### src/pkg/ssb_pkg.sv
// Package for the SPI-mode shift buffer: register map, field positions, types.
package ssb_pkg;

  // Register byte offsets (word aligned)
  localparam logic [3:0] SSB_OFF_STATUS = 4'h0;
  localparam logic [3:0] SSB_OFF_CTRL1 = 4'h4;
  localparam logic [3:0] SSB_OFF_CTRL3 = 4'h8;
  localparam logic [3:0] SSB_OFF_DATA = 4'hc;
  localparam logic [4:0] SSB_OFF_RELOAD = 5'h10;
  localparam logic [4:0] SSB_OFF_IRQ_STAT = 5'h14;
  localparam logic [4:0] SSB_OFF_IRQ_MASK = 5'h18;
  localparam int SSB_ADDR_W = 5;

  // Status register fields
  localparam int SSB_ST_SMP = 7;
  localparam int SSB_ST_CKE = 6;
  localparam int SSB_ST_BF = 0;

  // Control one fields
  localparam int SSB_C1_WRITE_COLLISION_FLAG = 7;
  localparam int SSB_C1_EN = 5;
  localparam int SSB_C1_CKP = 4;

  // Control one mode encodings in bits 3:0
  localparam logic [3:0] SSB_MODE_M_DIV4 = 4'h0;
  localparam logic [3:0] SSB_MODE_M_DIV16 = 4'h1;
  localparam logic [3:0] SSB_MODE_M_DIV64 = 4'h2;
  localparam logic [3:0] SSB_MODE_M_RELOAD = 4'ha;
  localparam logic [3:0] SSB_MODE_S_SEL = 4'h4;
  localparam logic [3:0] SSB_MODE_S_NOSEL = 4'h5;

  // Interrupt bits
  localparam int SSB_IRQ_BYTE = 0;
  localparam int SSB_IRQ_WRITE_COLLISION_FLAG = 1;

  // Reset values
  localparam logic [7:0] SSB_RST_BYTE = 8'h00;

  // Byte width of the shift path
  localparam int SSB_BITS = 8;
  localparam logic [2:0] SSB_LAST_BIT = 3'h7;
  // Last of the sixteen link clock half periods of one byte
  localparam logic [3:0] SSB_LAST_HALF = 4'hf;

  // Avalon-MM request bundle
  typedef struct packed {
    logic [SSB_ADDR_W-1:0] address;
    logic read;
    logic write;
    logic [31:0] writedata;
  } ssb_av_req_t;

  // Serial pin bundle toward the link
  typedef struct packed {
    logic sck_o;
    logic sck_oe_n;
    logic sdo_o;
    logic sdo_oe_n;
  } ssb_pins_t;

  typedef enum logic [1:0] {
    SSB_IDLE = 2'b00,
    SSB_SHIFT = 2'b01,
    SSB_DONE = 2'b10
  } ssb_state_t;

endpackage

### src/verilog/ssb_core.sv
// SPI-mode synchronous serial port core with Avalon-MM register access.
`timescale 1ns/1ps

// Functional notes
// RULE_01: Eight-bit shift register, most significant bit sent first.
// RULE_02: Incoming bit enters at the least significant position as top bit leaves.
// RULE_03: Output changes on the active clock edge, input sampled on the other.
// RULE_04: Master starts transfers by driving the clock; both share idle polarity.
// RULE_05: After eight bits the two shift registers have swapped contents.
// RULE_06: Master clocks only whole bytes, then stops clock and deselects.
// RULE_07: Master selects one slave at a time, one select per slave.
// RULE_08: Unselected slave ignores clock and data and leaves its output undriven.
// RULE_09: Complete byte is copied into data buffer and sets interrupt flag.
// RULE_10: Buffer write loads both data buffer and shift register.
// RULE_11: Shift register reachable only through the data buffer.
// RULE_12: Status low six bits read-only, top two bits read/write.
// RULE_13: Control one fully read/write in this mode.
// RULE_14: One master rate mode takes its reload from the reload register.
// RULE_15: Reload rate gives serial clock of clock over four times reload plus one. The code keeps this only for reload up to 127.
// RULE_16: In master mode a buffer write starts the transfer at once.
// RULE_17: Write during transfer is dropped, sets collision flag, blocks writes until cleared.
// RULE_18: Received byte sets buffer-full; reading the buffer clears it.
// RULE_19: External clock and select pass a two-stage synchroniser first.
module ssb_core (
  // Clock and reset
  input wire logic clk_i,
  input wire logic sys_rst_i,
  // Avalon-MM slave
  input wire ssb_pkg::ssb_av_req_t av_req_i,
  output logic [31:0] av_readdata_o,
  output logic av_waitrequest_o,
  // Serial link
  input wire logic sck_i,
  input wire logic sdi_i,
  input wire logic ss_n_i,
  output ssb_pkg::ssb_pins_t pins_o,
  output logic ss_n_o,
  // Interrupt
  output logic irq_o
);
  import ssb_pkg::*;

  logic [7:0] status_q;
  logic [7:0] ctrl1_q;
  logic [7:0] ctrl3_q;
  logic [7:0] buf_q;
  logic [7:0] reload_q;
  logic [7:0] shift_q;
  logic [1:0] irq_stat_q;
  logic [1:0] irq_mask_q;
  logic [2:0] bit_cnt_q;
  logic [7:0] rate_cnt_q;
  logic phase_q;
  logic sample_q;
  ssb_state_t state_q;
  logic [31:0] rdata_q;
  logic ack_q;
  logic wait_q;
  logic sck_q;
  // Captured input bit held between sample and shift edges
  logic in_bit_q;
  // A sample is waiting for its shift edge
  logic pend_q;
  logic [3:0] half_cnt_q;
  logic sck_oe_n_q;
  logic sdo_q;
  logic sdo_oe_n_q;
  logic ss_out_q;
  logic irq_q;
  logic [1:0] sck_sync_q;
  logic [1:0] ss_sync_q;
  logic sck_prev_q;

  // Decoded mode bits, access strobes, rate tick and link edges
  logic enable;
  logic ckp;
  logic cke;
  logic is_master;
  logic is_slave_sel;
  logic selected;
  logic wr_acc;
  logic rd_acc;
  logic busy;
  logic buf_wr;
  logic buf_wr_ok;
  logic buf_rd;
  logic byte_done;
  logic tick;
  logic [7:0] rate_top;
  logic s_lead;
  logic s_trail;
  logic s_rise;
  logic s_fall;

  // Word offset match used by several decoders
  function automatic logic hit(input logic [SSB_ADDR_W-1:0] a, input logic [4:0] off);
    hit = (a == off);
  endfunction

  assign enable = ctrl1_q[SSB_C1_EN];
  assign ckp = ctrl1_q[SSB_C1_CKP];
  assign cke = status_q[SSB_ST_CKE];
  assign is_master = (ctrl1_q[3:0] == SSB_MODE_M_DIV4) || (ctrl1_q[3:0] == SSB_MODE_M_DIV16) ||
                     (ctrl1_q[3:0] == SSB_MODE_M_DIV64) || (ctrl1_q[3:0] == SSB_MODE_M_RELOAD);
  assign is_slave_sel = (ctrl1_q[3:0] == SSB_MODE_S_SEL);
  // Without select control the slave counts itself always selected
  assign selected = !is_slave_sel || !ss_sync_q[1]; // RULE_08
  // One-cycle answer: waitrequest is low in the cycle after the request appears
  assign wr_acc = av_req_i.write && ack_q;
  assign rd_acc = av_req_i.read && ack_q;
  assign busy = (state_q != SSB_IDLE);
  assign buf_wr = wr_acc && hit(av_req_i.address, {1'b0, SSB_OFF_DATA});
  // Collision flag still set also blocks the write
  assign buf_wr_ok = buf_wr && !busy && !ctrl1_q[SSB_C1_WRITE_COLLISION_FLAG]; // RULE_17
  assign buf_rd = rd_acc && hit(av_req_i.address, {1'b0, SSB_OFF_DATA});

  // Master half-period: divide by 4 gives 2 cycles per half
  always_comb begin
    unique case (ctrl1_q[3:0])
      SSB_MODE_M_DIV16: rate_top = 8'h07;
      SSB_MODE_M_DIV64: rate_top = 8'h1f;
      // For reload up to 127: period 4*(reload+1) cycles, half period 2*(reload+1)
      SSB_MODE_M_RELOAD: rate_top = 8'((({1'b0, reload_q} + 9'h001) << 1) - 9'h001); // RULE_14 RULE_15
      default: rate_top = 8'h01;
    endcase
  end
  assign tick = (rate_cnt_q == rate_top);

  // Slave edges seen only on the synchronised clock
  assign s_rise = sck_sync_q[1] && !sck_prev_q;
  assign s_fall = !sck_sync_q[1] && sck_prev_q;
  // Leading edge leaves idle; with cke set data changes on that edge
  assign s_lead = ckp ? s_fall : s_rise;
  assign s_trail = ckp ? s_rise : s_fall;
  // Not gated by busy: in master mode with cke clear the last sample lands on the final edge
  assign byte_done = (bit_cnt_q == SSB_LAST_BIT) && sample_q;

  // Two-stage synchronisers for slave clock and select
  always_ff @(posedge clk_i) begin
    if (sys_rst_i) begin
      sck_sync_q <= 2'b00;
      ss_sync_q <= 2'b11;
      sck_prev_q <= 1'b0;
    end else begin
      sck_sync_q <= {sck_sync_q[0], sck_i}; // RULE_19
      ss_sync_q <= {ss_sync_q[0], ss_n_i}; // RULE_19
      sck_prev_q <= sck_sync_q[1];
    end
  end

  // Bus handshake: one wait cycle per access
  always_ff @(posedge clk_i) begin
    if (sys_rst_i) begin
      ack_q <= 1'b0;
      wait_q <= 1'b1;
    end else begin
      ack_q <= (av_req_i.read || av_req_i.write) && !ack_q;
      // Registered copy so the bus output comes straight from a flop
      wait_q <= !((av_req_i.read || av_req_i.write) && !ack_q);
    end
  end

  // Read data mux, registered with the acknowledge
  always_ff @(posedge clk_i) begin
    if (sys_rst_i) begin
      rdata_q <= 32'h0000_0000;
    end else if (av_req_i.read && !ack_q) begin
      unique case (av_req_i.address)
        {1'b0, SSB_OFF_STATUS}: rdata_q <= {24'h00_0000, status_q};
        {1'b0, SSB_OFF_CTRL1}: rdata_q <= {24'h00_0000, ctrl1_q};
        {1'b0, SSB_OFF_CTRL3}: rdata_q <= {24'h00_0000, ctrl3_q};
        {1'b0, SSB_OFF_DATA}: rdata_q <= {24'h00_0000, buf_q}; // RULE_11
        SSB_OFF_RELOAD: rdata_q <= {24'h00_0000, reload_q};
        SSB_OFF_IRQ_STAT: rdata_q <= {30'h0000_0000, irq_stat_q};
        SSB_OFF_IRQ_MASK: rdata_q <= {30'h0000_0000, irq_mask_q};
        default: rdata_q <= 32'h0000_0000;
      endcase
    end
  end

  // Status: top two bits writable, buffer-full driven by hardware
  always_ff @(posedge clk_i) begin
    if (sys_rst_i) begin
      status_q <= SSB_RST_BYTE;
    end else begin
      if (wr_acc && hit(av_req_i.address, {1'b0, SSB_OFF_STATUS})) begin
        status_q[7:6] <= av_req_i.writedata[7:6]; // RULE_12
      end
      // Load beats the read-clear when both land together
      if (byte_done) begin
        status_q[SSB_ST_BF] <= 1'b1; // RULE_18
      end else if (buf_rd) begin
        status_q[SSB_ST_BF] <= 1'b0; // RULE_18
      end
    end
  end

  // Control one, control three and reload registers
  always_ff @(posedge clk_i) begin
    if (sys_rst_i) begin
      ctrl1_q <= SSB_RST_BYTE;
      ctrl3_q <= SSB_RST_BYTE;
      reload_q <= SSB_RST_BYTE;
    end else begin
      if (wr_acc && hit(av_req_i.address, {1'b0, SSB_OFF_CTRL1})) begin
        ctrl1_q <= av_req_i.writedata[7:0]; // RULE_13
      end
      // A fresh collision wins over the software clear
      if (buf_wr && (busy || ctrl1_q[SSB_C1_WRITE_COLLISION_FLAG])) begin
        ctrl1_q[SSB_C1_WRITE_COLLISION_FLAG] <= 1'b1; // RULE_17
      end
      if (wr_acc && hit(av_req_i.address, {1'b0, SSB_OFF_CTRL3})) begin
        ctrl3_q <= av_req_i.writedata[7:0];
      end
      if (wr_acc && hit(av_req_i.address, SSB_OFF_RELOAD)) begin
        reload_q <= av_req_i.writedata[7:0]; // RULE_14
      end
    end
  end

  // Data buffer: written by software, reloaded with each received byte
  always_ff @(posedge clk_i) begin
    if (sys_rst_i) begin
      buf_q <= SSB_RST_BYTE;
    end else if (buf_wr_ok) begin
      buf_q <= av_req_i.writedata[7:0]; // RULE_10
    end else if (byte_done) begin
      buf_q <= {shift_q[6:0], in_bit_q}; // RULE_09
    end
  end

  // Transfer engine: master timing or slave edges drive sample and shift
  always_ff @(posedge clk_i) begin
    if (sys_rst_i || !enable) begin
      state_q <= SSB_IDLE;
      shift_q <= SSB_RST_BYTE;
      bit_cnt_q <= 3'h0;
      rate_cnt_q <= 8'h00;
      phase_q <= 1'b0;
      sample_q <= 1'b0;
      in_bit_q <= 1'b0;
      sck_q <= 1'b0;
      pend_q <= 1'b0;
      half_cnt_q <= 4'h0;
    end else begin
      sample_q <= 1'b0;
      if (buf_wr_ok) begin
        shift_q <= av_req_i.writedata[7:0]; // RULE_10 RULE_11
        bit_cnt_q <= 3'h0;
        rate_cnt_q <= 8'h00;
        phase_q <= 1'b0;
        pend_q <= 1'b0;
        half_cnt_q <= 4'h0;
        // Master starts at once; slave waits for the far master
        state_q <= is_master ? SSB_SHIFT : SSB_IDLE; // RULE_16 RULE_04
      end else if (is_master && state_q == SSB_SHIFT) begin
        rate_cnt_q <= tick ? 8'h00 : 8'(rate_cnt_q + 8'h01);
        if (tick) begin
          phase_q <= !phase_q;
          sck_q <= !sck_q;
          half_cnt_q <= 4'(half_cnt_q + 4'h1);
          // Leading edge samples when cke set, trailing edge otherwise
          if (phase_q ^ cke) begin
            in_bit_q <= sdi_i; // RULE_03
            sample_q <= 1'b1;
            pend_q <= 1'b1;
          end else if (pend_q) begin
            // Shift only after a sample so the top bit is never lost early
            shift_q <= {shift_q[6:0], in_bit_q}; // RULE_02
            bit_cnt_q <= 3'(bit_cnt_q + 3'h1);
            pend_q <= 1'b0;
          end
          // Clock stops after the eighth full period
          if (half_cnt_q == SSB_LAST_HALF) begin
            state_q <= SSB_IDLE; // RULE_06
          end
        end
      end else if (!is_master && selected) begin
        if ((cke ? s_trail : s_lead) && !busy) begin
          state_q <= SSB_SHIFT;
        end
        if (cke ? s_trail : s_lead) begin
          in_bit_q <= sdi_i; // RULE_03
          sample_q <= 1'b1;
        end
        if ((cke ? s_lead : s_trail) && busy) begin
          shift_q <= {shift_q[6:0], in_bit_q}; // RULE_02
          bit_cnt_q <= 3'(bit_cnt_q + 3'h1);
        end
      end else if (!is_master && is_slave_sel) begin
        // Deselect resets a half-received byte
        state_q <= SSB_IDLE;
        bit_cnt_q <= 3'h0;
      end
      if (!is_master) begin
        sck_q <= ckp;
      end else if (state_q == SSB_IDLE) begin
        sck_q <= ckp; // RULE_04
      end
      // Eighth sample completes the byte; shift registers now swapped
      if (byte_done) begin
        shift_q <= {shift_q[6:0], in_bit_q}; // RULE_05
        bit_cnt_q <= 3'h0;
        pend_q <= 1'b0;
        // With cke set the master still owes its last half period, so only a slave stops here
        if (!is_master) begin
          state_q <= SSB_IDLE;
        end
      end
    end
  end

  // Serial outputs, always from the top bit of the shift register
  always_ff @(posedge clk_i) begin
    if (sys_rst_i) begin
      sdo_q <= 1'b0;
      sdo_oe_n_q <= 1'b1;
      sck_oe_n_q <= 1'b1;
      ss_out_q <= 1'b1;
    end else begin
      sdo_q <= shift_q[SSB_BITS-1]; // RULE_01
      sdo_oe_n_q <= !(enable && (is_master || selected)); // RULE_08
      sck_oe_n_q <= !(enable && is_master);
      ss_out_q <= !(enable && is_master && busy); // RULE_06
    end
  end

  // Sticky interrupt status, write one to clear, set wins
  always_ff @(posedge clk_i) begin
    if (sys_rst_i) begin
      irq_stat_q <= 2'b00;
      irq_mask_q <= 2'b00;
      irq_q <= 1'b0;
    end else begin
      for (int i = 0; i < 2; i++) begin
        if (wr_acc && hit(av_req_i.address, SSB_OFF_IRQ_STAT) && av_req_i.writedata[i]) begin
          irq_stat_q[i] <= 1'b0;
        end
      end
      if (byte_done) begin
        irq_stat_q[SSB_IRQ_BYTE] <= 1'b1; // RULE_09
      end
      if (buf_wr && !buf_wr_ok) begin
        irq_stat_q[SSB_IRQ_WRITE_COLLISION_FLAG] <= 1'b1;
      end
      if (wr_acc && hit(av_req_i.address, SSB_OFF_IRQ_MASK)) begin
        irq_mask_q <= av_req_i.writedata[1:0];
      end
      irq_q <= |(irq_stat_q & irq_mask_q);
    end
  end

  assign av_readdata_o = rdata_q;
  assign av_waitrequest_o = wait_q;
  assign pins_o = '{sck_o: sck_q, sck_oe_n: sck_oe_n_q, sdo_o: sdo_q, sdo_oe_n: sdo_oe_n_q};
  assign ss_n_o = ss_out_q;
  assign irq_o = irq_q;

endmodule

### config.mk
export PLATFORM = sky130hd
export DESIGN_NAME = ssb_core
export DESIGN_NICKNAME = d
export VERILOG_FILES = /design/src/pkg/ssb_pkg.sv /design/src/verilog/ssb_core.sv
export SDC_FILE = /design/constraint.sdc
export NUM_CORES = 1
export LEC_CHECK = 0
export ABC_AREA = 1
export BUFFER_PORTS_ARGS = -buffer_cell sky130_fd_sc_hd__buf_2
export CAP_MARGIN = 20
export CORE_MARGIN = 2
export CORE_UTILIZATION = 30
export DETAILED_ROUTE_END_ITERATION = 8
export SLEW_MARGIN = 20
export SYNTH_ARGS = -nofsm -noshare
export SYNTH_HDL_FRONTEND = slang
export SYNTH_SLANG_ARGS = --single-unit
### constraint.sdc
create_clock -name clk_i -period 5.9 [get_ports clk_i]
set_input_delay 0.59 -clock clk_i [delete_from_list [all_inputs] [get_ports clk_i]]
set_output_delay 0.59 -clock clk_i [all_outputs]
set_load 0.02 [all_outputs]
==> impl_metrics.py <==
metrics = {
    "sta": {
        "skew_ns": 0.004975,
        "holdWs_ns": 0.4073,
        "report.final.slew_viol_count": 0,
        "setup_violations": 0,
        "rsz0062_at_grt": "no",
        "layout_setup_ws_ns": 3.155,
        "max_clock_freq_ghz": 0.3643,
        "fin_crit_sh": 0.4652,
        "final-hold-violation-count": 0,
        "fin_crit_ns": 2.745,
        "tightest_slew_ns": 0.9405,
        "fin_setup_tns_ns": 0,
        "relSlewSlack": 0.3723,
    },
    "power": {
        "swShare": 0.2325,
        "vdd_drop_max_uv": 157.4,
        "p_leak_uw": 0.002233,
        "clkPwrFrac": 0.469,
        "pwr-share-comb": 0.044,
        "p_int_uw": 955.9,
        "power.total_uw": 1245,
        "switchingPower_uw": 289.5,
        "power.density_nw_per_um2": 237.0,
        "seq_power_share": 0.487,
    },
    "logic_synthesis": {
        "syn_area_sq_um": 4733,
        "yosys_warnings": 0,
        "async_flop_share": 0,
        "yosysTopAreaCell": "dfxtp_1",
        "synthTopCellsByCount": "146 x nand2_1, 89 x dfxtp_1, 82 x inv_1",
        "synth_area_leaders": "dfxtp_1 38%, nand2_1 12%, o21ai_0 6.8%",
        "synth-edff-count": 0,
        "yosys_register_bits": 89,
        "synth_cell_types": 46,
        "ys_seq_area_frac": 0.3764,
        "syn_inst": 677,
        "synth_area_per_cell_sq_um": 6.992,
        "synth_flop_cell": "dfxtp_1",
        "synth_top_area_frac": 0.3764,
        "yosysMostFrequentCell": "nand2_1",
    },
    "routing": {
        "vias_per_cell": 4.512,
        "drt_iter0_drc": 201,
        "ant_nets": 0,
        "drc": 0,
        "totalWireLength_mm": 10.92,
        "first_pass_iters": 8,
        "wl_per_cell_microns": 11.90,
        "vias": 4142,
    },
    "place": {
        "gp_congestion": 0.8260,
        "dp.cells": 902,
        "pre_cts_slack_ns": 2.834,
        "dp_hpwl_mm": 8.032,
        "port-buffer-count": 34,
    },
    "setup_path": {
        "cp_max_fo": 36,
        "cpMostUsedCell": "inv_1",
        "cp.arrival_ns": 3.03,
        "path_cells": "buf_2, inv_1, nand2_1, inv_1, nand2_1, inv_1, nand2_1, inv_2, nand3_1, inv_1",
        "critical_path_required_ns": 6.19,
        "critical_path_class": "in -> reg",
        "crit_slowest_cell": "inv_1",
        "max_stage_delay_ns": 0.75,
        "endpoint_kind": "flop",
        "start_kind": "input port",
    },
    "clock_tree": {
        "clk_pin_slew_ns": 0.06,
        "cts_tree": "done",
        "ctsResizeCount": 0,
        "clk_latency_ns": 0.34,
        "htreeDepth": 3,
        "hold_buffers": 0,
        "clockRootBuffer": "clkbuf_16",
        "cts.sinks": 89,
        "post_cts_buffers": 0,
        "clockBufferDepth": 2,
        "cts_inserted_buffers": 9,
    },
    "global_route": {
        "grt-ovfl-total": 0,
        "antenna_found_initial": 0,
        "grt_pass1_wl_mm": 18.13,
        "grt_usage": 0.1351,
        "top_usage_layer": "met2",
        "grt_use_met3": 0.02477,
        "grt_pass1_vias": 3706,
        "use_met1": 0.1971,
        "gr-usage-met2": 0.2020,
        "grt_max_degree": 37,
    },
    "layout": {
        "antenna_cells": 0,
        "syn_to_final_growth_pct": 11.00,
        "drive_gt1_frac": 0.1358,
        "fin_nets": 751,
        "final-instance-count-excl-fill": 918,
    },
    "flow_run": {
        "cap_violations": 0,
    },
    "hold_path": {
        "hold_class": "reg -> reg",
    },
    "floorplan": {
        "die_y_microns": 129.6,
        "chipWidth_microns": 129.6,
        "die_area_sq_um": 16800,
        "io_pins": 83,
        "initial_core_util": 0.3091,
        "coreArea_sq_um": 15310,
        "rows": 45,
    },
    "run_status": {
        "status": "complete, no violations",
    },
}
## cell usage in the layout, fill, tap and decap left out, types with 2 or more instances in the layout
cell	n
nand3_1	37
clkinvlp_4	3
or2_2	2
a221oi_1	3
nand3_4	2
ha_1	5
o221ai_1	2
a21oi_2	8
dfxtp_1	89
nand2_4	3
o31ai_1	2
nor2_4	4
o21a_1	2
a211oi_1	2
o2111ai_1	4
xor2_1	3
inv_2	6
inv_1	82
nand2_2	7
o21ai_0	64
nor2_2	4
nand3_2	6
nand4_1	8
conb_1	24
buf_2	34
nor3_1	4
nand2_1	146
nor2_1	72
clkbuf_16	9
a21oi_1	53
## critical path, delay by kind of cell
kind          cells  cell delay [ns]
buf+inv           6             1.73
simple gates      4             0.70
## per-layer routing
layer / wire length (microns) / vias up
met3: 554 / 13
met2: 4523 / 92
met5: 0 / -
li1: - / 2193
met4: 190 / 0
met1: 5652 / 1844
## flip-flops by register name, summed over array words and instances (netlist names), 2 cells and up
| register | flops |
|---|---|
| shift_q | 8 |
| irq_stat_q | 2 |
| half_cnt_q | 4 |
| ctrl1_q | 8 |
| reload_q | 8 |
| sck_sync_q | 2 |
| ctrl3_q | 8 |
| state_q | 2 |
| buf_q | 8 |
| status_q | 3 |
| rate_cnt_q | 8 |
| av_readdata_o | 8 |
| bit_cnt_q | 3 |
| ss_sync_q | 2 |
| irq_mask_q | 2 |
## cell type report
type | count | area, sq um
inverters | 89 | 336.6
multi-input cells | 479 | 2396
clock inverters | 6 | 66.31
clock buffers | 10 | 239.0
repair buffers | 34 | 170.2
flip-flops and latches | 89 | 1782
well taps | 211 | 264.0
fillers | 1694 | 10060
## power by group through the flow
stage	clock (uW)	sequential, uW	combinational, uW
floorplan	0	620	48.3
global placement	0	620	53.8
detailed placement	0	620	53.8
CTS	601	606	54.0
global route	621	606	60.7
finish	584	606	54.6
## through the flow
step	area (sq um)	utilization
final	5254	0.3431
after global routing	5254	0.3431
after CTS	5254	0.3431
after detailed placement	4949	0.3231
after global placement	4949	0.3231
after floorplan	4820	-
## worst paths after layout
path | startpoint | end | slack, ns | cells past startpoint
max | sys_rst_i | rate_cnt_q[7] | 3.16 | 10
min | ss_sync_q[0] | ss_sync_q[1] | 0.41 | 1
max reg2reg | reload_q[0] | rate_cnt_q[5] | 3.40 | 17
min reg2reg | ss_sync_q[0] | ss_sync_q[1] | 0.41 | 1
## kinds of logic (layout without fill, tap and decap cells)
logic type / count (synthesis) / after routing / share of synthesized area
mux: 1 / 1 / 0.002115
simple gates: 298 / 298 / 0.2881
other cells: 1 / 24 / 0.0007923
xor+xnor: 4 / 4 / 0.007403
compound gates: 147 / 147 / 0.1763
flops: 89 / 89 / 0.3764
buf+inv: 132 / 139 / 0.1356
fa+ha+maj: 5 / 5 / 0.01322
No activity file was read; power rests on OpenSTA's default activity.
